### src/design/spn_map.vh
`ifndef SPN_MAP_VH
`define SPN_MAP_VH

// ----------------------------------------------------------------------------
// I/O port addresses and the RTC shadow configuration index
// ----------------------------------------------------------------------------
`define SPN_PORT_SYS_CTRL 16'h0061
`define SPN_PORT_RTC_INDEX 16'h0070
`define SPN_PORT_FAST_RESET 16'h0092
`define SPN_CFG_RTC_SHADOW 8'h96

// ----------------------------------------------------------------------------
// System control/status port fields
// ----------------------------------------------------------------------------
`define SPN_SC_SECOND_TIMER_GATE_BIT 0
`define SPN_SC_SPKR_DATA 1
`define SPN_SC_PAR_EN_N 2
`define SPN_SC_CHCK_EN_N 3
`define SPN_SC_REFRESH 4
`define SPN_SC_TMR2_OUT 5
`define SPN_SC_CHCK 6
`define SPN_SC_PARITY 7
`define SPN_SC_RESET 4'h0

// ----------------------------------------------------------------------------
// RTC index port and fast reset port fields
// ----------------------------------------------------------------------------
`define SPN_RTC_NMI_MASK 7
`define SPN_RTC_RESET 8'h00
`define SPN_FR_RESET_BIT 0
`define SPN_FR_A20_BIT 1
`define SPN_FR_RESET 2'h0

// ----------------------------------------------------------------------------
// IDE ranges: task-file base and control-block base of each range
// ----------------------------------------------------------------------------
`define SPN_IDE1_TF 16'h01F0
`define SPN_IDE1_CB 16'h03F6
`define SPN_IDE2_TF 16'h0170
`define SPN_IDE2_CB 16'h0376
`define SPN_IDE3_TF 16'h05F0
`define SPN_IDE3_CB 16'h07F6
`define SPN_IDE4_TF 16'h0570
`define SPN_IDE4_CB 16'h0776

// ----------------------------------------------------------------------------
// Peripheral ranges watched for events, never claimed
// ----------------------------------------------------------------------------
`define SPN_KBD_DATA 16'h0060
`define SPN_KBD_CMD 16'h0064
`define SPN_SER4_LO 16'h02E8
`define SPN_SER4_HI 16'h02EF
`define SPN_SER2_LO 16'h02F8
`define SPN_SER2_HI 16'h02FF
`define SPN_SER3_LO 16'h03E8
`define SPN_SER3_HI 16'h03EF
`define SPN_SER1_LO 16'h03F8
`define SPN_SER1_HI 16'h03FF
`define SPN_PAR3_LO 16'h0278
`define SPN_PAR3_HI 16'h027F
`define SPN_PAR2_LO 16'h0378
`define SPN_PAR2_HI 16'h037F
`define SPN_PAR1_LO 16'h03BC
`define SPN_PAR1_HI 16'h03BE
`define SPN_FLP2_LO 16'h0370
`define SPN_FLP2_HI 16'h0375
`define SPN_FLP1_LO 16'h03F0
`define SPN_FLP1_HI 16'h03F5
`define SPN_VID_MONO_LO 16'h03B0
`define SPN_VID_MONO_HI 16'h03BB
`define SPN_VID_COLOR_LO 16'h03C0
`define SPN_VID_COLOR_HI 16'h03DF

`endif

### src/design/spn_ide_decode.v
`timescale 1ns/10ps
`include "spn_map.vh"

module spn_ide_decode (
  // Address and enables
  input wire [15:0] addr,
  input wire [3:0] range_en,
  input wire fast_pri_en,
  input wire fast_sec_en,
  // Decode results, active high
  output reg task_file_hit,
  output reg control_hit,
  output reg fast_start,
  output reg [4:0] periph_hit
);

  // --------------------------------------------------------------------------
  // Helpers
  // --------------------------------------------------------------------------
  function in_range;
    input [15:0] a;
    input [15:0] lo;
    input [15:0] hi;
    begin
      in_range = (a >= lo) && (a <= hi);
    end
  endfunction

  function tf_hit;
    input [15:0] a;
    input [15:0] base;
    begin
      tf_hit = (a[15:3] == base[15:3]);
    end
  endfunction

  function cb_hit;
    input [15:0] a;
    input [15:0] base;
    begin
      cb_hit = (a[15:1] == base[15:1]);
    end
  endfunction

  // --------------------------------------------------------------------------
  // Decode
  // --------------------------------------------------------------------------
  always @* begin
    task_file_hit = (range_en[0] && tf_hit(addr, `SPN_IDE1_TF)) ||
                    (range_en[1] && tf_hit(addr, `SPN_IDE2_TF)) ||
                    (range_en[2] && tf_hit(addr, `SPN_IDE3_TF)) ||
                    (range_en[3] && tf_hit(addr, `SPN_IDE4_TF));
    control_hit = (range_en[0] && cb_hit(addr, `SPN_IDE1_CB)) ||
                  (range_en[1] && cb_hit(addr, `SPN_IDE2_CB)) ||
                  (range_en[2] && cb_hit(addr, `SPN_IDE3_CB)) ||
                  (range_en[3] && cb_hit(addr, `SPN_IDE4_CB));
    // Any access width lands on the base word, so only the base address starts it.
    fast_start = (fast_pri_en && addr == `SPN_IDE1_TF) ||
                 (fast_sec_en && addr == `SPN_IDE2_TF);
    // Bit 0 keyboard, 1 serial, 2 parallel, 3 floppy, 4 video.
    periph_hit[0] = (addr == `SPN_KBD_DATA) || (addr == `SPN_KBD_CMD);
    periph_hit[1] = in_range(addr, `SPN_SER4_LO, `SPN_SER4_HI) || in_range(addr, `SPN_SER2_LO, `SPN_SER2_HI) ||
                    in_range(addr, `SPN_SER3_LO, `SPN_SER3_HI) || in_range(addr, `SPN_SER1_LO, `SPN_SER1_HI);
    periph_hit[2] = in_range(addr, `SPN_PAR3_LO, `SPN_PAR3_HI) || in_range(addr, `SPN_PAR2_LO, `SPN_PAR2_HI) ||
                    in_range(addr, `SPN_PAR1_LO, `SPN_PAR1_HI);
    periph_hit[3] = in_range(addr, `SPN_FLP2_LO, `SPN_FLP2_HI) || in_range(addr, `SPN_FLP1_LO, `SPN_FLP1_HI);
    periph_hit[4] = in_range(addr, `SPN_VID_MONO_LO, `SPN_VID_MONO_HI) ||
                    in_range(addr, `SPN_VID_COLOR_LO, `SPN_VID_COLOR_HI);
  end

endmodule // spn_ide_decode

### src/design/spn_port_decode.v
`timescale 1ns/10ps
`include "spn_map.vh"

module spn_port_decode (
  // Clock and reset
  input wire clk,
  input wire reset,
  // Host I/O access, one-cycle strobes
  input wire [15:0] io_addr,
  input wire [7:0] io_wdata,
  input wire io_rd,
  input wire io_wr,
  output reg [7:0] io_rdata,
  output reg io_claim,
  // Configuration index read
  input wire [7:0] cfg_index,
  output reg [7:0] cfg_rdata,
  // Timer, speaker and error sources
  input wire timer2_out,
  input wire refresh_toggle,
  input wire channel_check_n,
  input wire parity_error,
  input wire nmi_ext,
  output reg second_timer_gate_bit,
  output reg speaker_out,
  output reg nmi_out,
  // Fast reset and gate
  input wire smi_redirect,
  output reg cpu_reset_pulse,
  output reg system_management_interrupt,
  output reg address_line_20_gate,
  // IDE
  input wire [3:0] ide_range_en,
  input wire fast_ide_pri_en,
  input wire fast_ide_sec_en,
  output reg ide_task_file_select_n,
  output reg ide_control_block_select_n,
  output reg ide_start,
  // Peripheral events
  output reg [4:0] periph_event
);

  // --------------------------------------------------------------------------
  // State
  // --------------------------------------------------------------------------
  reg [3:0] sys_ctrl_reg;
  reg chck_latch_reg;
  reg parity_latch_reg;
  reg [7:0] rtc_index_reg;
  reg [1:0] fast_reset_reg;
  reg [3:0] sys_ctrl_next;
  reg chck_latch_next;
  reg parity_latch_next;
  reg [7:0] rtc_index_next;
  reg [1:0] fast_reset_next;

  // --------------------------------------------------------------------------
  // Next values of the registered outputs
  // --------------------------------------------------------------------------
  reg [7:0] io_rdata_next;
  reg io_claim_next;
  reg [7:0] cfg_rdata_next;
  reg second_timer_gate_bit_next;
  reg speaker_out_next;
  reg nmi_out_next;
  reg cpu_reset_pulse_next;
  reg system_management_interrupt_next;
  reg address_line_20_gate_next;
  reg ide_task_file_select_n_next;
  reg ide_control_block_select_n_next;
  reg ide_start_next;
  reg [4:0] periph_event_next;

  // --------------------------------------------------------------------------
  // Decode
  // --------------------------------------------------------------------------
  wire access;
  wire hit_sc;
  wire hit_rtc;
  wire hit_fr;
  wire tf_hit;
  wire cb_hit;
  wire start_hit;
  wire [4:0] periph_hit;
  wire [7:0] sc_read_word;
  wire t2_status;
  wire fr_rise;
  wire nmi_sources;

  // Ports are decoded on all 16 address bits, so aliases higher up stay unclaimed.
  function port_is;
    input [15:0] a;
    input [15:0] port;
    begin
      port_is = (a == port);
    end
  endfunction

  // The IDE selects are active low and only follow a strobed access.
  function select_n;
    input strobe;
    input hit;
    begin
      select_n = ~(strobe & hit);
    end
  endfunction

  // Reads and writes decode alike; only the claim, the read data and the write paths tell them apart.
  assign access = io_rd | io_wr;
  assign hit_sc = port_is(io_addr, `SPN_PORT_SYS_CTRL);
  assign hit_rtc = port_is(io_addr, `SPN_PORT_RTC_INDEX);
  assign hit_fr = port_is(io_addr, `SPN_PORT_FAST_RESET);

  // A closed gate stops the timer and its status reads as 1.
  assign t2_status = sys_ctrl_reg[`SPN_SC_SECOND_TIMER_GATE_BIT] ? timer2_out : 1'b1;
  assign sc_read_word = {parity_latch_reg, chck_latch_reg, t2_status, refresh_toggle, sys_ctrl_reg};
  // The stored bit is compared before it is updated, so rewriting a 1 gives no pulse.
  assign fr_rise = io_wr && hit_fr && io_wdata[`SPN_FR_RESET_BIT] && !fast_reset_reg[`SPN_FR_RESET_BIT];
  assign nmi_sources = chck_latch_reg | parity_latch_reg | nmi_ext;

  // The range decoder is pure logic; every hit is qualified by a strobe here.
  spn_ide_decode u_ide (
    .addr(io_addr),
    .range_en(ide_range_en),
    .fast_pri_en(fast_ide_pri_en),
    .fast_sec_en(fast_ide_sec_en),
    .task_file_hit(tf_hit),
    .control_hit(cb_hit),
    .fast_start(start_hit),
    .periph_hit(periph_hit)
  );

  // --------------------------------------------------------------------------
  // Writable ports
  // --------------------------------------------------------------------------
  always @* begin
    sys_ctrl_next = sys_ctrl_reg;
    rtc_index_next = rtc_index_reg;
    fast_reset_next = fast_reset_reg;
    if (io_wr && hit_sc) begin
      // Bits 4 to 7 are status, so a write leaves them alone.
      sys_ctrl_next = io_wdata[3:0];
    end
    if (io_wr && hit_rtc) begin
      rtc_index_next = io_wdata;
    end
    if (io_wr && hit_fr) begin
      fast_reset_next = io_wdata[1:0];
    end
  end

  always @(posedge clk or posedge reset) begin
    if (reset) begin
      sys_ctrl_reg <= `SPN_SC_RESET;
      rtc_index_reg <= `SPN_RTC_RESET;
      fast_reset_reg <= `SPN_FR_RESET;
    end else begin
      sys_ctrl_reg <= sys_ctrl_next;
      rtc_index_reg <= rtc_index_next;
      fast_reset_reg <= fast_reset_next;
    end
  end

  // --------------------------------------------------------------------------
  // Error latches
  // --------------------------------------------------------------------------
  // An enable bit at 1 holds its latch clear; a source can only set it while enabled,
  // so a set and a clear never meet in one cycle.
  always @* begin
    chck_latch_next = chck_latch_reg;
    parity_latch_next = parity_latch_reg;
    if (sys_ctrl_reg[`SPN_SC_CHCK_EN_N]) begin
      chck_latch_next = 1'b0;
    end else if (!channel_check_n) begin
      chck_latch_next = 1'b1;
    end
    if (sys_ctrl_reg[`SPN_SC_PAR_EN_N]) begin
      parity_latch_next = 1'b0;
    end else if (parity_error) begin
      parity_latch_next = 1'b1;
    end
  end

  always @(posedge clk or posedge reset) begin
    if (reset) begin
      chck_latch_reg <= 1'b0;
      parity_latch_reg <= 1'b0;
    end else begin
      chck_latch_reg <= chck_latch_next;
      parity_latch_reg <= parity_latch_next;
    end
  end

  // --------------------------------------------------------------------------
  // Host read path
  // --------------------------------------------------------------------------
  always @* begin
    // Only the control port reads back; the other two ports are write only.
    io_claim_next = access && (hit_sc || (io_wr && (hit_rtc || hit_fr)));
    io_rdata_next = (io_rd && hit_sc) ? sc_read_word : 8'h00;
    cfg_rdata_next = (cfg_index == `SPN_CFG_RTC_SHADOW) ? {1'b0, rtc_index_reg[6:0]} : 8'h00;
  end

  always @(posedge clk or posedge reset) begin
    if (reset) begin
      io_rdata <= 8'h00;
      io_claim <= 1'b0;
      cfg_rdata <= 8'h00;
    end else begin
      io_rdata <= io_rdata_next;
      io_claim <= io_claim_next;
      cfg_rdata <= cfg_rdata_next;
    end
  end

  // --------------------------------------------------------------------------
  // Speaker and NMI
  // --------------------------------------------------------------------------
  always @* begin
    second_timer_gate_bit_next = sys_ctrl_reg[`SPN_SC_SECOND_TIMER_GATE_BIT];
    // The speaker is a registered level, so it trails a timer edge by one clock.
    speaker_out_next = ~(sys_ctrl_reg[`SPN_SC_SPKR_DATA] & t2_status);
    // The mask sits after the latches, so a masked error is still seen once unmasked.
    nmi_out_next = ~rtc_index_reg[`SPN_RTC_NMI_MASK] & nmi_sources;
  end

  always @(posedge clk or posedge reset) begin
    if (reset) begin
      second_timer_gate_bit <= 1'b0;
      speaker_out <= 1'b1;
      nmi_out <= 1'b0;
    end else begin
      second_timer_gate_bit <= second_timer_gate_bit_next;
      speaker_out <= speaker_out_next;
      nmi_out <= nmi_out_next;
    end
  end

  // --------------------------------------------------------------------------
  // Fast reset and address line 20 gate
  // --------------------------------------------------------------------------
  always @* begin
    // When redirected, software management logic decides whether the reset happens.
    cpu_reset_pulse_next = fr_rise && !smi_redirect;
    system_management_interrupt_next = fr_rise && smi_redirect;
    address_line_20_gate_next = fast_reset_reg[`SPN_FR_A20_BIT];
  end

  always @(posedge clk or posedge reset) begin
    if (reset) begin
      cpu_reset_pulse <= 1'b0;
      system_management_interrupt <= 1'b0;
      address_line_20_gate <= 1'b0;
    end else begin
      cpu_reset_pulse <= cpu_reset_pulse_next;
      system_management_interrupt <= system_management_interrupt_next;
      address_line_20_gate <= address_line_20_gate_next;
    end
  end

  // --------------------------------------------------------------------------
  // IDE selects and peripheral events
  // --------------------------------------------------------------------------
  always @* begin
    // The strobes go out one cycle after the access, in step with the read data.
    ide_task_file_select_n_next = select_n(access, tf_hit);
    ide_control_block_select_n_next = select_n(access, cb_hit);
    ide_start_next = access && start_hit;
    periph_event_next = access ? periph_hit : 5'h00;
  end

  always @(posedge clk or posedge reset) begin
    if (reset) begin
      ide_task_file_select_n <= 1'b1;
      ide_control_block_select_n <= 1'b1;
      ide_start <= 1'b0;
      periph_event <= 5'h00;
    end else begin
      ide_task_file_select_n <= ide_task_file_select_n_next;
      ide_control_block_select_n <= ide_control_block_select_n_next;
      ide_start <= ide_start_next;
      periph_event <= periph_event_next;
    end
  end

endmodule // spn_port_decode

### config.mk
export PLATFORM = sky130hd
export DESIGN_NAME = spn_port_decode
export DESIGN_NICKNAME = d
export VERILOG_FILES = /design/src/design/spn_ide_decode.v /design/src/design/spn_port_decode.v
export VERILOG_INCLUDE_DIRS = /design/src /design/src/design
export SDC_FILE = /design/constraint.sdc
export NUM_CORES = 1
export LEC_CHECK = 0
export BUFFER_PORTS_ARGS = -buffer_cell sky130_fd_sc_hd__buf_2
export CAP_MARGIN = 20
export CORE_AREA = 8 8 92 94
export CTS_CLUSTER_SIZE = 8
export DETAILED_ROUTE_END_ITERATION = 6
export DIE_AREA = 0 0 100 102
export GPL_ROUTABILITY_DRIVEN = 0
export PLACE_DENSITY = 0.46
export SETUP_SLACK_MARGIN = 0.15
export SLEW_MARGIN = 40
export SYNTH_ARGS = -nofsm -noshare
export SYNTH_HDL_FRONTEND = slang
export SYNTH_SLANG_ARGS = --single-unit
### constraint.sdc
create_clock -name clk -period 1.6 [get_ports clk]
set_input_delay 0.08 -clock clk [delete_from_list [all_inputs] [get_ports clk]]
set_output_delay 0.08 -clock clk [all_outputs]
set_load 0.01 [all_outputs]
# Word-level counts from Yosys, hierarchy flattened
# Cells that the tools add are included.
word_totals:
  reg_bits: 46
  out_inout_bits: 31
classes:
  order_cmp: 22
  n_eq_ne: 17
  mux: 8
  bitwise: 11
  n_reduce_logical: 52
op_table:
  columns: ["operator", "count"]
  rows:
  - ["greater-or-equal comparator 16 x 10 -> 1 bit (second input constant)", 11]
  - ["less-or-equal comparator 16 x 10 -> 1 bit (second input constant)", 11]
  - ["equality test 16 x 7 -> 1 bit (second input constant)", 4]
  - ["equality test 16 x 9 -> 1 bit (second input constant)", 2]
  - ["logical AND 1 bit", 32]
  - ["equality test 15 x 10 -> 1 bit (second input constant)", 2]
  - ["equality test 15 x 9 -> 1 bit (second input constant)", 2]
  - ["equality test 13 x 6 -> 1 bit (second input constant)", 2]
  - ["equality test 13 x 8 -> 1 bit (second input constant)", 2]
  - ["logical OR 1 bit", 17]
  - ["equality test 16 x 8 -> 1 bit (second input constant)", 1]
  - ["equality test 8 bit (second input constant)", 1]
  - ["two-way mux 8 bit", 1]
  - ["two-way mux 7 bit", 1]
  - ["two-way mux 1 bit", 5]
  - ["two-way mux 5 bit", 1]
  - ["bitwise AND 1 bit", 4]
  - ["NOT 1 bit", 4]
  - ["OR 1 bit", 3]
  - ["zero test 1 bit", 2]
  - ["!= test 2 x 1 -> 1 bit (second input constant)", 1]
  - ["nonzero test 2 bit", 1]

# Logic depth before layout (Yosys ltp)
# Gate-level depths: netlist (run 1).
depth:
  ltp_word: 7
  depth_mapped: 6
  ltp_nobuf: 4

# By module
# Synthesis (run 1) repeated with hierarchy kept, for this count alone.
hier_totals:
  cells_unflattened: 154
  area_unflattened_um2: 1974.4
modules_own_cells:
  columns: ["module", "n_inst", "cells_per_inst", "area_each_um2"]
  rows:
  - ["spn_port_decode", 1, 120, 1722.9]
  - ["spn_ide_decode", 1, 34, 251.5]

# Least setup slack after synthesis (run 1)
# Ideal clock, no wire load.
synth_timing:
  kind: "in2reg"
  start: "in io_addr[3]"
  end: "reg rtc_index_reg[0]"
  setup_ns: 0.127
  arrival_ns: 1.321
  path_slack_ns: 0.151
  path_stages: 6
  path_buffers: 2
  cell_sequence: "buf_6 -> or3_4 -> nor4_2 -> and2b_1 -> buf_6 -> mux2_1"
synth_via:
  elab_chain_cells: 2
synth_lines:
  columns: ["item", "line_no", "rtl"]
  rows:
  - ["start: declaration", "spn_port_decode.v:9", "input wire [15:0] io_addr,"]
  - ["equality test 16 x 7 -> 1 bit", "spn_port_decode.v:95", "port_is = (a == port);"]
  - ["logical AND 1 bit", "spn_port_decode.v:144", "if (io_wr && hit_rtc) begin"]
  - ["end signal: assignment", "spn_port_decode.v:155", "rtc_index_reg <= `SPN_RTC_RESET;"]
  - ["end signal: assignment", "spn_port_decode.v:159", "rtc_index_reg <= rtc_index_next;"]
  - ["end: declaration", "spn_port_decode.v:49", "reg [7:0] rtc_index_reg;"]
# Every way passes these cells.
# A chain may end at the register's enable or synchronous reset.

# Worst setup path after layout (run 1)
layout_timing:
  start: "in io_addr[9]"
  end: "reg sys_ctrl_reg[2]"
layout_via:
  elab_chain_cells: 2
layout_lines:
  columns: ["item", "line_no", "rtl"]
  rows:
  - ["equality test 16 x 7 -> 1 bit", "spn_port_decode.v:95", null]
  - ["logical AND 1 bit", "spn_port_decode.v:140", "if (io_wr && hit_sc) begin"]
  - ["end signal: assignment", "spn_port_decode.v:154", "sys_ctrl_reg <= `SPN_SC_RESET;"]
  - ["end signal: assignment", "spn_port_decode.v:158", "sys_ctrl_reg <= sys_ctrl_next;"]
  - ["end: declaration", "spn_port_decode.v:46", "reg [3:0] sys_ctrl_reg;"]
# Every way passes these cells.

==> reports/metrics.yaml, run 1 <==
placement:
  numPortBuffers: 77
  dp_hpwl_mm: 3.80
  dpl.cell_count: 331
  place_ws_ps: -22.9
yosys:
  seq_area_frac_synth: 0.607
  synthCells: 150
  synth_top_cell_by_area: "dfrtp_1"
  synth_top_family_by_area: "simple AND/OR/NAND/NOR gates"
  syn-cell-area_mm2: 0.00190
  synth_xor_area_frac: 0
  synth_simple_gate_area_share: 0.222
  avgSynthCellArea_um2: 12.7
  yosys.area_share.adder: 0
  synth-seq-cells: 46
  muxShareOfSynthArea: 0.100
  yosysTopAreaCellShare: 0.566
  syn_nets: 198
  yosys_warnings: 0
  synth_compound_gate_area_share: 0.0388
  yosys-top-cells-area: "dfrtp_1 (57%), mux2_1 (7.1%), and2_1 (4.6%)"
  ys_types: 42
timing:
  fin_ws_ps: 295
  finalSetupTns_ps: 0
  rsz0062_at_grt: "false"
  max_clock_freq_mhz: 766
  fin_crit_ps: 1300
  fin_worst_skew_ps: 3.83
  drv_slew: 0
  finalSetupViolCount: 0
  hold_viol_final: 0
  period_share: 0.816
final_layout:
  nFillCells: 755
  antenna_cells: 0
  final_layout_size_suffix_gt1_frac: 0.437
  nNetsFinal: 294
  mostFrequentLayoutCells: "buf_2 (77), dfrtp_1 (43), and2_1 (14)"
  syn_to_final_growth_pct: 39.8
  final_cell_count_no_fill: 346
  final_common_cell: "buf_2"
  regArea_mm2: 0.00115
  multiInputGateArea_um2: 696
setup_path:
  end_kind: "flip-flop"
  r2r_cells: 1
  worst-r2r-setup-slack_ps: 770
  cp-endpoint: "sys_ctrl_reg[2]"
  startpoint: "io_addr[9]"
  cp_data_arrival_time_ps: 1480
  r2r_start: "sys_ctrl_reg[2]"
  cp_max_fo: 4
  worstSetupPathType: "input port to flip-flop"
  cp_data_required_time_ps: 1780
  reg2reg_to: "sys_ctrl_reg[2]"
  start_kind: "input port"
grt:
  grt_use_total: 0.0990
  grt_max_degree: 47
  gr-total-overflow: 0
  grt_first_pass_wirelength_mm: 7.87
  grt_pass1_vias: 1597
  antenna_found_initial: 0
drt:
  via_per_inst: 4.26
  wl_mm: 4.83
  post-route-drc-count: 0
  wl_per_cell_um: 14.0
  drtPass1Iterations: 4
  vias: 1473
  antenna_left: 0
  drtIter0Drc: 41
clocking:
  clkSlewWorstSetupHoldPaths_ps: 80
  max-clock-path-buffers: 2
  clkSinkCount: 46
  postCtsSetupRepairBufs: 0
  clk-insertion-delay-late_ps: 290
  numCtsBuffers: 5
  cts-root-buf: "clkbuf_8"
  cts_tree: "done"
  htree_levels: 2
power_and_ir_drop:
  share_comb_of_total_power: 0.084
  switchingPower_mw: 0.463
  switching_share: 0.215
  ir_drop_mv: 0.278
  p_int_mw: 1.69
  p_leak_nw: 1.38
  pwr-share-clk: 0.376
  power.share.sequential: 0.540
  finalPower_mw: 2.15
  powerDensity_mw_per_mm2: 809
die:
  dieWidth_um: 100
  std_cell_rows: 31
  die_height_um: 102
  die-area_mm2: 0.0102
  start_util: 0.269
  io_pins: 79
  coreArea_mm2: 0.00706
job:
  drv_cap: 0
status:
  outcome: "finished clean"
worst_hold_path:
  hold_path.class: "input port to flip-flop"
[layer usage]
layer | track usage | vias to the layer above | wire, um
met5 | 0 | - | 0
met4 | 0.0360 | 0 | 58
met3 | 0.0395 | 6 | 350
met2 | 0.152 | 64 | 2160
met1 | 0.122 | 687 | 2260
li1 | - | 716 | -
[cell type report]
| type | count | share of cell area |
|---|---|---|
| Timing Repair Buffer | 94 | 0.209 |
| Clock buffer | 8 | 0.0414 |
| Tap cell | 99 | 0.0466 |
| Inverter | 5 | 0.00706 |
| Sequential cell | 46 | 0.434 |
| Multi-Input combinational cell | 94 | 0.262 |
[synthesized netlist by cell type, drive strengths merged]
cell type	instances
dfrtp	43
mux2i	1
or4	1
or3	1
inv	5
o21bai	1
a31oi	1
clkbuf	1
a21oi	3
and3	1
nor4b	3
o32a	1
or4bb	2
and4b	1
o21a	1
mux2	14
a2111oi	1
a211oi	1
nand3	4
and4	2
mux4	1
dfstp	3
nor2	8
nor2b	3
nand4	2
nor4bb	1
nand2	7
o21ai	2
buf	4
conb	1
and2b	2
nor3	8
nand3b	1
nor4	3
and2	14
or2	2
[repair_timing]
item | in CTS | in global routing
hold buffers | 7 | 0
endpoints found under the setup margin | 0 | 12
resized for setup | 0 | 1
endpoints found under the hold margin | 50 | 0
[worst max-delay path: stages]
cell and delay, ps:
buf_2 120, nor4b_2 380, and4_1 310, nand3_1 220, mux2_1 370
[metrics by stage]
stage | utilization | cell area (um^2) | hold WS (ps)
3_3_place_gp | 0.350 | 2470 | 140
6_report | 0.377 | 2660 | 14.3
5_1_grt | 0.377 | 2660 | 14.9
2_1_floorplan | - | 1900 | 143
4_1_cts | 0.376 | 2650 | 2.09
3_5_place_dp | 0.350 | 2470 | 141
[power by group through the flow]
stage               logic [mW]  clock network (mW)  registers [mW]
floorplan               0.0624                   0            1.19
global placement         0.169                   0            1.19
detailed placement       0.168                   0            1.19
CTS                      0.182               0.839            1.16
global route             0.203               0.881            1.16
finish                   0.181               0.808            1.16
[worst min-delay path by stage]
stage	startpoint	to	slack, ps	depth (start not counted)
after floorplan	timer2_out	speaker_out	140	1
after global placement	reset	io_rdata[3]	140	3
after detailed placement	reset	io_rdata[3]	140	3
after CTS	io_wdata[7]	rtc_index_reg[7]	2	2
after global routing	io_wdata[4]	rtc_index_reg[4]	10	2
final	io_wdata[5]	rtc_index_reg[5]	10	2
[logic make-up (layout without fill, tap and decap cells)]
kind of cell,after synthesis,after routing
and+or+nand+nor,66,66
DFF,46,46
muxes,16,16
AOI/OAI and AO/OA,11,11
buffers and inverters,10,107
other,1,1
Power figures use the tool's default switching activity.
==> inputs of run 2 (changes only) <==
--- a/config.mk
+++ b/config.mk
@@ -6,14 +6,15 @@
 export SDC_FILE = /design/constraint.sdc
 export NUM_CORES = 1
 export LEC_CHECK = 0
+export ABC_AREA = 1
 export BUFFER_PORTS_ARGS = -buffer_cell sky130_fd_sc_hd__buf_2
 export CAP_MARGIN = 20
-export CORE_AREA = 8 8 92 94
+export CORE_AREA = 8 8 97 99
 export CTS_CLUSTER_SIZE = 8
 export DETAILED_ROUTE_END_ITERATION = 6
-export DIE_AREA = 0 0 100 102
+export DIE_AREA = 0 0 105 107
 export GPL_ROUTABILITY_DRIVEN = 0
-export PLACE_DENSITY = 0.46
+export PLACE_DENSITY = 0.47
 export SETUP_SLACK_MARGIN = 0.15
 export SLEW_MARGIN = 40
 export SYNTH_ARGS = -nofsm -noshare
==> constraint.sdc (replaced) <==
create_clock -name clk -period 1.1 [get_ports clk]
set_input_delay 0.055 -clock clk [delete_from_list [all_inputs] [get_ports clk]]
set_output_delay 0.055 -clock clk [all_outputs]
set_load 0.01 [all_outputs]
==> reports/metrics.yaml, run 2 <==
setup_path:
  end_kind: "output pin"
  worstSetupPathType: "flip-flop to output pin"
  cp_data_arrival_time_ps: 930
  slowest_stage: "dfstp_2"
  cp_data_required_time_ps: 1040
  crit_family: "flip-flops"
  r2r_cells: 2
  r2r_start: "fast_reset_reg[0]"
  reg2reg_to: "cpu_reset_pulse"
  path_buf_inv: 1
  critical_path.cell_chain: "buf_6"
  cp_max_fo: 1
  start_kind: "flip-flop"
  path_depth: 1
  crit_path_max_incr_delay_ps: 540
  worst-r2r-setup-slack_ps: 340
placement:
  numPortBuffers: 77
  dpl.cell_count: 456
  placed_area_mm2: 0.00287
  place_ws_ps: -97.4
  dp_hpwl_mm: 4.82
timing:
  fin_ws_ps: 116
  fin_crit_ps: 984
  max_clock_freq_mhz: 1020
  finalSetupViolCount: 0
  drv_slew: 0
  rsz0062_at_grt: "true"
  hold_viol_final: 0
  period_share: 0.895
  fin_worst_skew_ps: 3.82
yosys:
  yosys-top-cells-area: "dfrtp_1 (50%), nand2_1 (8.2%), nor2_1 (8.2%)"
  syn-cell-area_mm2: 0.00215
  seq_area_frac_synth: 0.536
  synth-main-ff-cell: "dfrtp_1"
  synth_top_cell_by_area: "dfrtp_1"
  synthCells: 253
  yosys_warnings: 0
  syn_nets: 301
  async_flop_share: 1.00
  avgSynthCellArea_um2: 8.51
  ys_types: 29
  yosysTopAreaCellShare: 0.500
  synth-seq-cells: 46
  ys_top_cells_by_count: "nand2_1 (47), nor2_1 (47), dfrtp_1 (43)"
  synth-edff-count: 0
worst_hold_path:
  min-delay-start: "io_wdata[5]"
  whs_endpoint: "rtc_index_reg[5]"
  hold_path.class: "input port to flip-flop"
  worstHoldPathCells: 3
final_layout:
  final_area_mm2: 0.00313
  mostFrequentLayoutCells: "buf_2 (74), nor2_1 (47), nand2_1 (44)"
  final_cell_count_no_fill: 474
  final_common_cell: "buf_2"
  antenna_cells: 0
  syn_to_final_growth_pct: 45.4
  nNetsFinal: 416
  nFillCells: 847
  final_layout_size_suffix_gt1_frac: 0.390
  postLayoutCoreUtil: 0.395
status:
  outcome: "finished clean"
drt:
  vias: 2010
  wl_mm: 6.02
  drtIter0Drc: 63
  antenna_left: 0
  post-route-drc-count: 0
  wl_per_cell_um: 12.7
  via_per_inst: 4.24
  drtPass1Iterations: 4
power_and_ir_drop:
  p_leak_nw: 1.64
  powerDensity_mw_per_mm2: 1140
  switching_share: 0.212
  finalPower_mw: 3.58
  ir_drop_mv: 0.549
  p_int_mw: 2.82
  switchingPower_mw: 0.758
  pwr-share-clk: 0.426
  power.share.sequential: 0.472
  share_comb_of_total_power: 0.102
job:
  drv_cap: 0
grt:
  grt_first_pass_wirelength_mm: 10.2
  grt_use_total: 0.111
  antenna_found_initial: 0
  grt_pass1_vias: 2175
  grt_max_degree: 47
  gr-total-overflow: 0
clocking:
  clkSinkCount: 46
  clk-insertion-delay-late_ps: 290
  cts-root-buf: "clkbuf_8"
  cts_tree: "done"
  clkSlewWorstSetupHoldPaths_ps: 80
  numCtsBuffers: 5
  htree_levels: 2
  max-clock-path-buffers: 2
die:
  die_height_um: 107
  std_cell_rows: 33
  coreArea_mm2: 0.00793
  io_pins: 79
  die-area_mm2: 0.0112
  dieWidth_um: 105
  start_util: 0.272
-- run 2: cell count changes in the layout (fill, tap and decap cells not counted), sizes merged, moves of 8 or more --
cell   before  now
nor2        8   54
nand2       7   47
inv         5   38
buf        87  103
nand3       4   19
and2       14    0
mux2       14    0
o21ai       2   14
nand4       2   10
-- run 2: area by class of cell --
type,count,area [um^2],area share
Clock buffer,6,82.6,0.0264
Clock inverter,2,60.1,0.0192
Inverter,39,150,0.0479
Multi-Input combinational cell,164,838,0.268
Sequential cell,46,1150,0.369
Tap cell,105,131,0.0419
Timing Repair Buffer,112,714,0.228
-- run 2: layer usage --
| metal | global-route usage | vias to the layer above | share of wire |
|---|---|---|---|
| li1 | - | 1029 | - |
| met1 | 0.128 | 900 | 0.43 |
| met2 | 0.186 | 73 | 0.47 |
| met3 | 0.0402 | 8 | 0.078 |
| met4 | 0.0357 | 0 | 0.014 |
| met5 | 0 | - | 0 |
-- run 2: logic make-up after synthesis --
family / synth area share
other: 0.00174
buffers and inverters: 0.0813
AND/OR/NAND/NOR: 0.304
flip-flops: 0.536
AO/OA/AOI/OAI: 0.0761
-- run 2: power by group through the flow --
stage          logic, mW  clock network (mW)  registers [mW]
3_3_place_gp       0.343                   0            1.72
3_5_place_dp       0.342                   0            1.72
4_1_cts            0.368                1.57            1.69
6_report           0.365                1.52            1.69
5_1_grt            0.406                1.65            1.69
2_1_floorplan      0.138                   0            1.72
-- run 2: what timing repair did --
item | 4_1_cts | 5_1_grt
setup buffers | 0 | 1
hold endpoints to repair | 52 | 0
resized for setup | 3 | 2
pin swaps | 0 | 1
hold buffers | 9 | 0
endpoints found under the setup margin | 3 | 6
-- run 2: how the worst max path moves through the flow --
stage,to,startpoint,slack [ps]
final,speaker_out,speaker_out,120
after CTS,speaker_out,speaker_out,100
after global routing,speaker_out,speaker_out,80
after global placement,sys_ctrl_reg[1],io_addr[13],-100
after floorplan,rtc_index_reg[0],io_addr[6],150
after detailed placement,sys_ctrl_reg[0],io_addr[14],-100
-- run 2: stage by stage --
| stage | TNS [ps] | hold WS [ps] |
|---|---|---|
| after floorplan | 0 | 70.8 |
| after global placement | -778 | 135 |
| after detailed placement | -1170 | 134 |
| after CTS | 0 | 2.46 |
| after global routing | 0 | 4.92 |
| final | 0 | 7.28 |
==> inputs of run 3 (changes only) <==
--- a/config.mk
+++ b/config.mk
@@ -7,14 +7,14 @@
 export NUM_CORES = 1
 export LEC_CHECK = 0
 export ABC_AREA = 1
-export BUFFER_PORTS_ARGS = -buffer_cell sky130_fd_sc_hd__buf_2
+export BUFFER_PORTS_ARGS = -buffer_cell sky130_fd_sc_hd__buf_4
 export CAP_MARGIN = 20
 export CORE_AREA = 8 8 97 99
 export CTS_CLUSTER_SIZE = 8
 export DETAILED_ROUTE_END_ITERATION = 6
 export DIE_AREA = 0 0 105 107
 export GPL_ROUTABILITY_DRIVEN = 0
-export PLACE_DENSITY = 0.47
+export PLACE_DENSITY = 0.46
 export SETUP_SLACK_MARGIN = 0.15
 export SLEW_MARGIN = 40
 export SYNTH_ARGS = -nofsm -noshare
==> constraint.sdc (replaced) <==
create_clock -name clk -period 1.2 [get_ports clk]
set_input_delay 0.06 -clock clk [delete_from_list [all_inputs] [get_ports clk]]
set_output_delay 0.06 -clock clk [all_outputs]
set_load 0.01 [all_outputs]
==> reports/metrics.yaml, run 3 (synthesis results as in run 2) <==
setup_path:
  crit_family: "flip-flops"
  cp_data_arrival_time_ps: 920
  start_kind: "flip-flop"
  critical_path.cell_chain: "buf_4"
  reg2reg_to: "cpu_reset_pulse"
  r2r_start: "fast_reset_reg[0]"
  r2r_cells: 2
  cp_max_fo: 1
  cp_data_required_time_ps: 1140
  end_kind: "output pin"
  path_buf_inv: 1
  worst-r2r-setup-slack_ps: 480
  slowest_stage: "dfstp_2"
  crit_path_max_incr_delay_ps: 520
  worstSetupPathType: "flip-flop to output pin"
grt:
  antenna_found_initial: 0
  gr-total-overflow: 0
  grt_pass1_vias: 2036
  grt_max_degree: 35
  grt_use_total: 0.107
  grt_first_pass_wirelength_mm: 9.76
drt:
  wl_per_cell_um: 12.5
  antenna_left: 0
  post-route-drc-count: 0
  drtPass1Iterations: 4
  wl_mm: 5.83
  vias: 1998
  drtIter0Drc: 59
  via_per_inst: 4.30
final_layout:
  final_area_mm2: 0.00323
  nNetsFinal: 407
  antenna_cells: 0
  nFillCells: 857
  final_common_cell: "buf_4"
  final_cell_count_no_fill: 465
  final_layout_size_suffix_gt1_frac: 0.378
  syn_to_final_growth_pct: 50.0
  mostFrequentLayoutCells: "buf_4 (93), nor2_1 (46), nand2_1 (46)"
  postLayoutCoreUtil: 0.408
  regArea_mm2: 0.00115
  multiInputGateArea_um2: 833
timing:
  period_share: 0.814
  fin_worst_skew_ps: 2.83
  hold_viol_final: 0
  fin_crit_ps: 976
  finalSetupViolCount: 0
  max_clock_freq_mhz: 1020
  rsz0062_at_grt: "true"
  drv_slew: 0
power_and_ir_drop:
  p_int_mw: 2.62
  switching_share: 0.206
  ir_drop_mv: 0.434
  p_leak_nw: 1.63
  switchingPower_mw: 0.678
  powerDensity_mw_per_mm2: 1020
  pwr-share-clk: 0.421
  power.share.sequential: 0.470
  share_comb_of_total_power: 0.109
die:
  coreArea_mm2: 0.00793
  io_pins: 79
  die-area_mm2: 0.0112
  dieWidth_um: 105
  die_height_um: 107
  start_util: 0.272
  std_cell_rows: 33
worst_hold_path:
  whs_endpoint: "rtc_index_reg[4]"
  hold_path.class: "input port to flip-flop"
  min-delay-start: "io_wdata[4]"
  worstHoldPathCells: 3
clocking:
  cts_tree: "done"
  max-clock-path-buffers: 2
  cts-root-buf: "clkbuf_8"
  htree_levels: 2
  clk-insertion-delay-late_ps: 290
  clkSinkCount: 46
  clkSlewWorstSetupHoldPaths_ps: 80
  numCtsBuffers: 5
placement:
  numPortBuffers: 77
  dp_hpwl_mm: 4.76
  dpl.cell_count: 448
  placed_area_mm2: 0.00298
job:
  drv_cap: 0
status:
  outcome: "finished clean"
## run 3: worst max path at each step
| stage | start | end | slack [ps] | cells after the start |
|---|---|---|---|---|
| 6_report | speaker_out | speaker_out | 220 | 1 |
| 5_1_grt | io_addr[14] | sys_ctrl_reg[0] | 130 | 8 |
| 4_1_cts | speaker_out | speaker_out | 200 | 1 |
| 3_5_place_dp | io_addr[0] | io_claim | -70 | 8 |
| 3_3_place_gp | io_addr[0] | io_claim | -90 | 8 |
| 2_1_floorplan | io_addr[6] | rtc_index_reg[0] | 160 | 7 |
## run 3: per-stage QoR
stage                     TNS, ps  hold WS, ps  power, mW  setup WS, ps
after floorplan                 0         75.8       1.70           165
after global placement       -775         55.1       1.92         -89.9
after detailed placement     -704         60.1       1.92         -72.6
after CTS                       0         1.33       3.34           202
after global routing            0         19.2       3.43           126
final                           0         9.91       3.29           224
## run 3: power groups by stage
stage                     combinational (mW)  clock [mW]  sequential (mW)
after global placement                 0.342           0             1.58
after floorplan                        0.122           0             1.58
after global routing                   0.399        1.48             1.55
after detailed placement               0.339           0             1.58
after CTS                              0.361        1.43             1.55
final                                  0.359        1.39             1.55
## run 3: layer usage
layer	GRT usage	vias up	part of all wire
li1	-	1008	-
met1	0.127	905	0.46
met2	0.178	78	0.46
met3	0.0390	7	0.076
met4	0.0275	0	0.0093
met5	0	-	0
## run 3: worst reg2reg max path, stage by stage, from the launching register on
cell and delay [ps]:
dfrtp_1 380, nand3b_1 180, nor2_1 100
## run 3: timing repair
item	CTS	global route
endpoints found under the hold margin	17	0
hold buffers	8	0
buffers inserted	0	1
setup endpoints to repair	0	25
gates resized for setup	0	3
## run 3: area by class of cell
| class | count | share of cell area |
|---|---|---|
| Inverter | 39 | 0.0465 |
| Multi-Input combinational cell | 164 | 0.258 |
| Clock inverter | 2 | 0.0186 |
| Timing Repair Buffer | 103 | 0.253 |
| Clock buffer | 6 | 0.0256 |
| Tap cell | 105 | 0.0407 |
| Sequential cell | 46 | 0.357 |
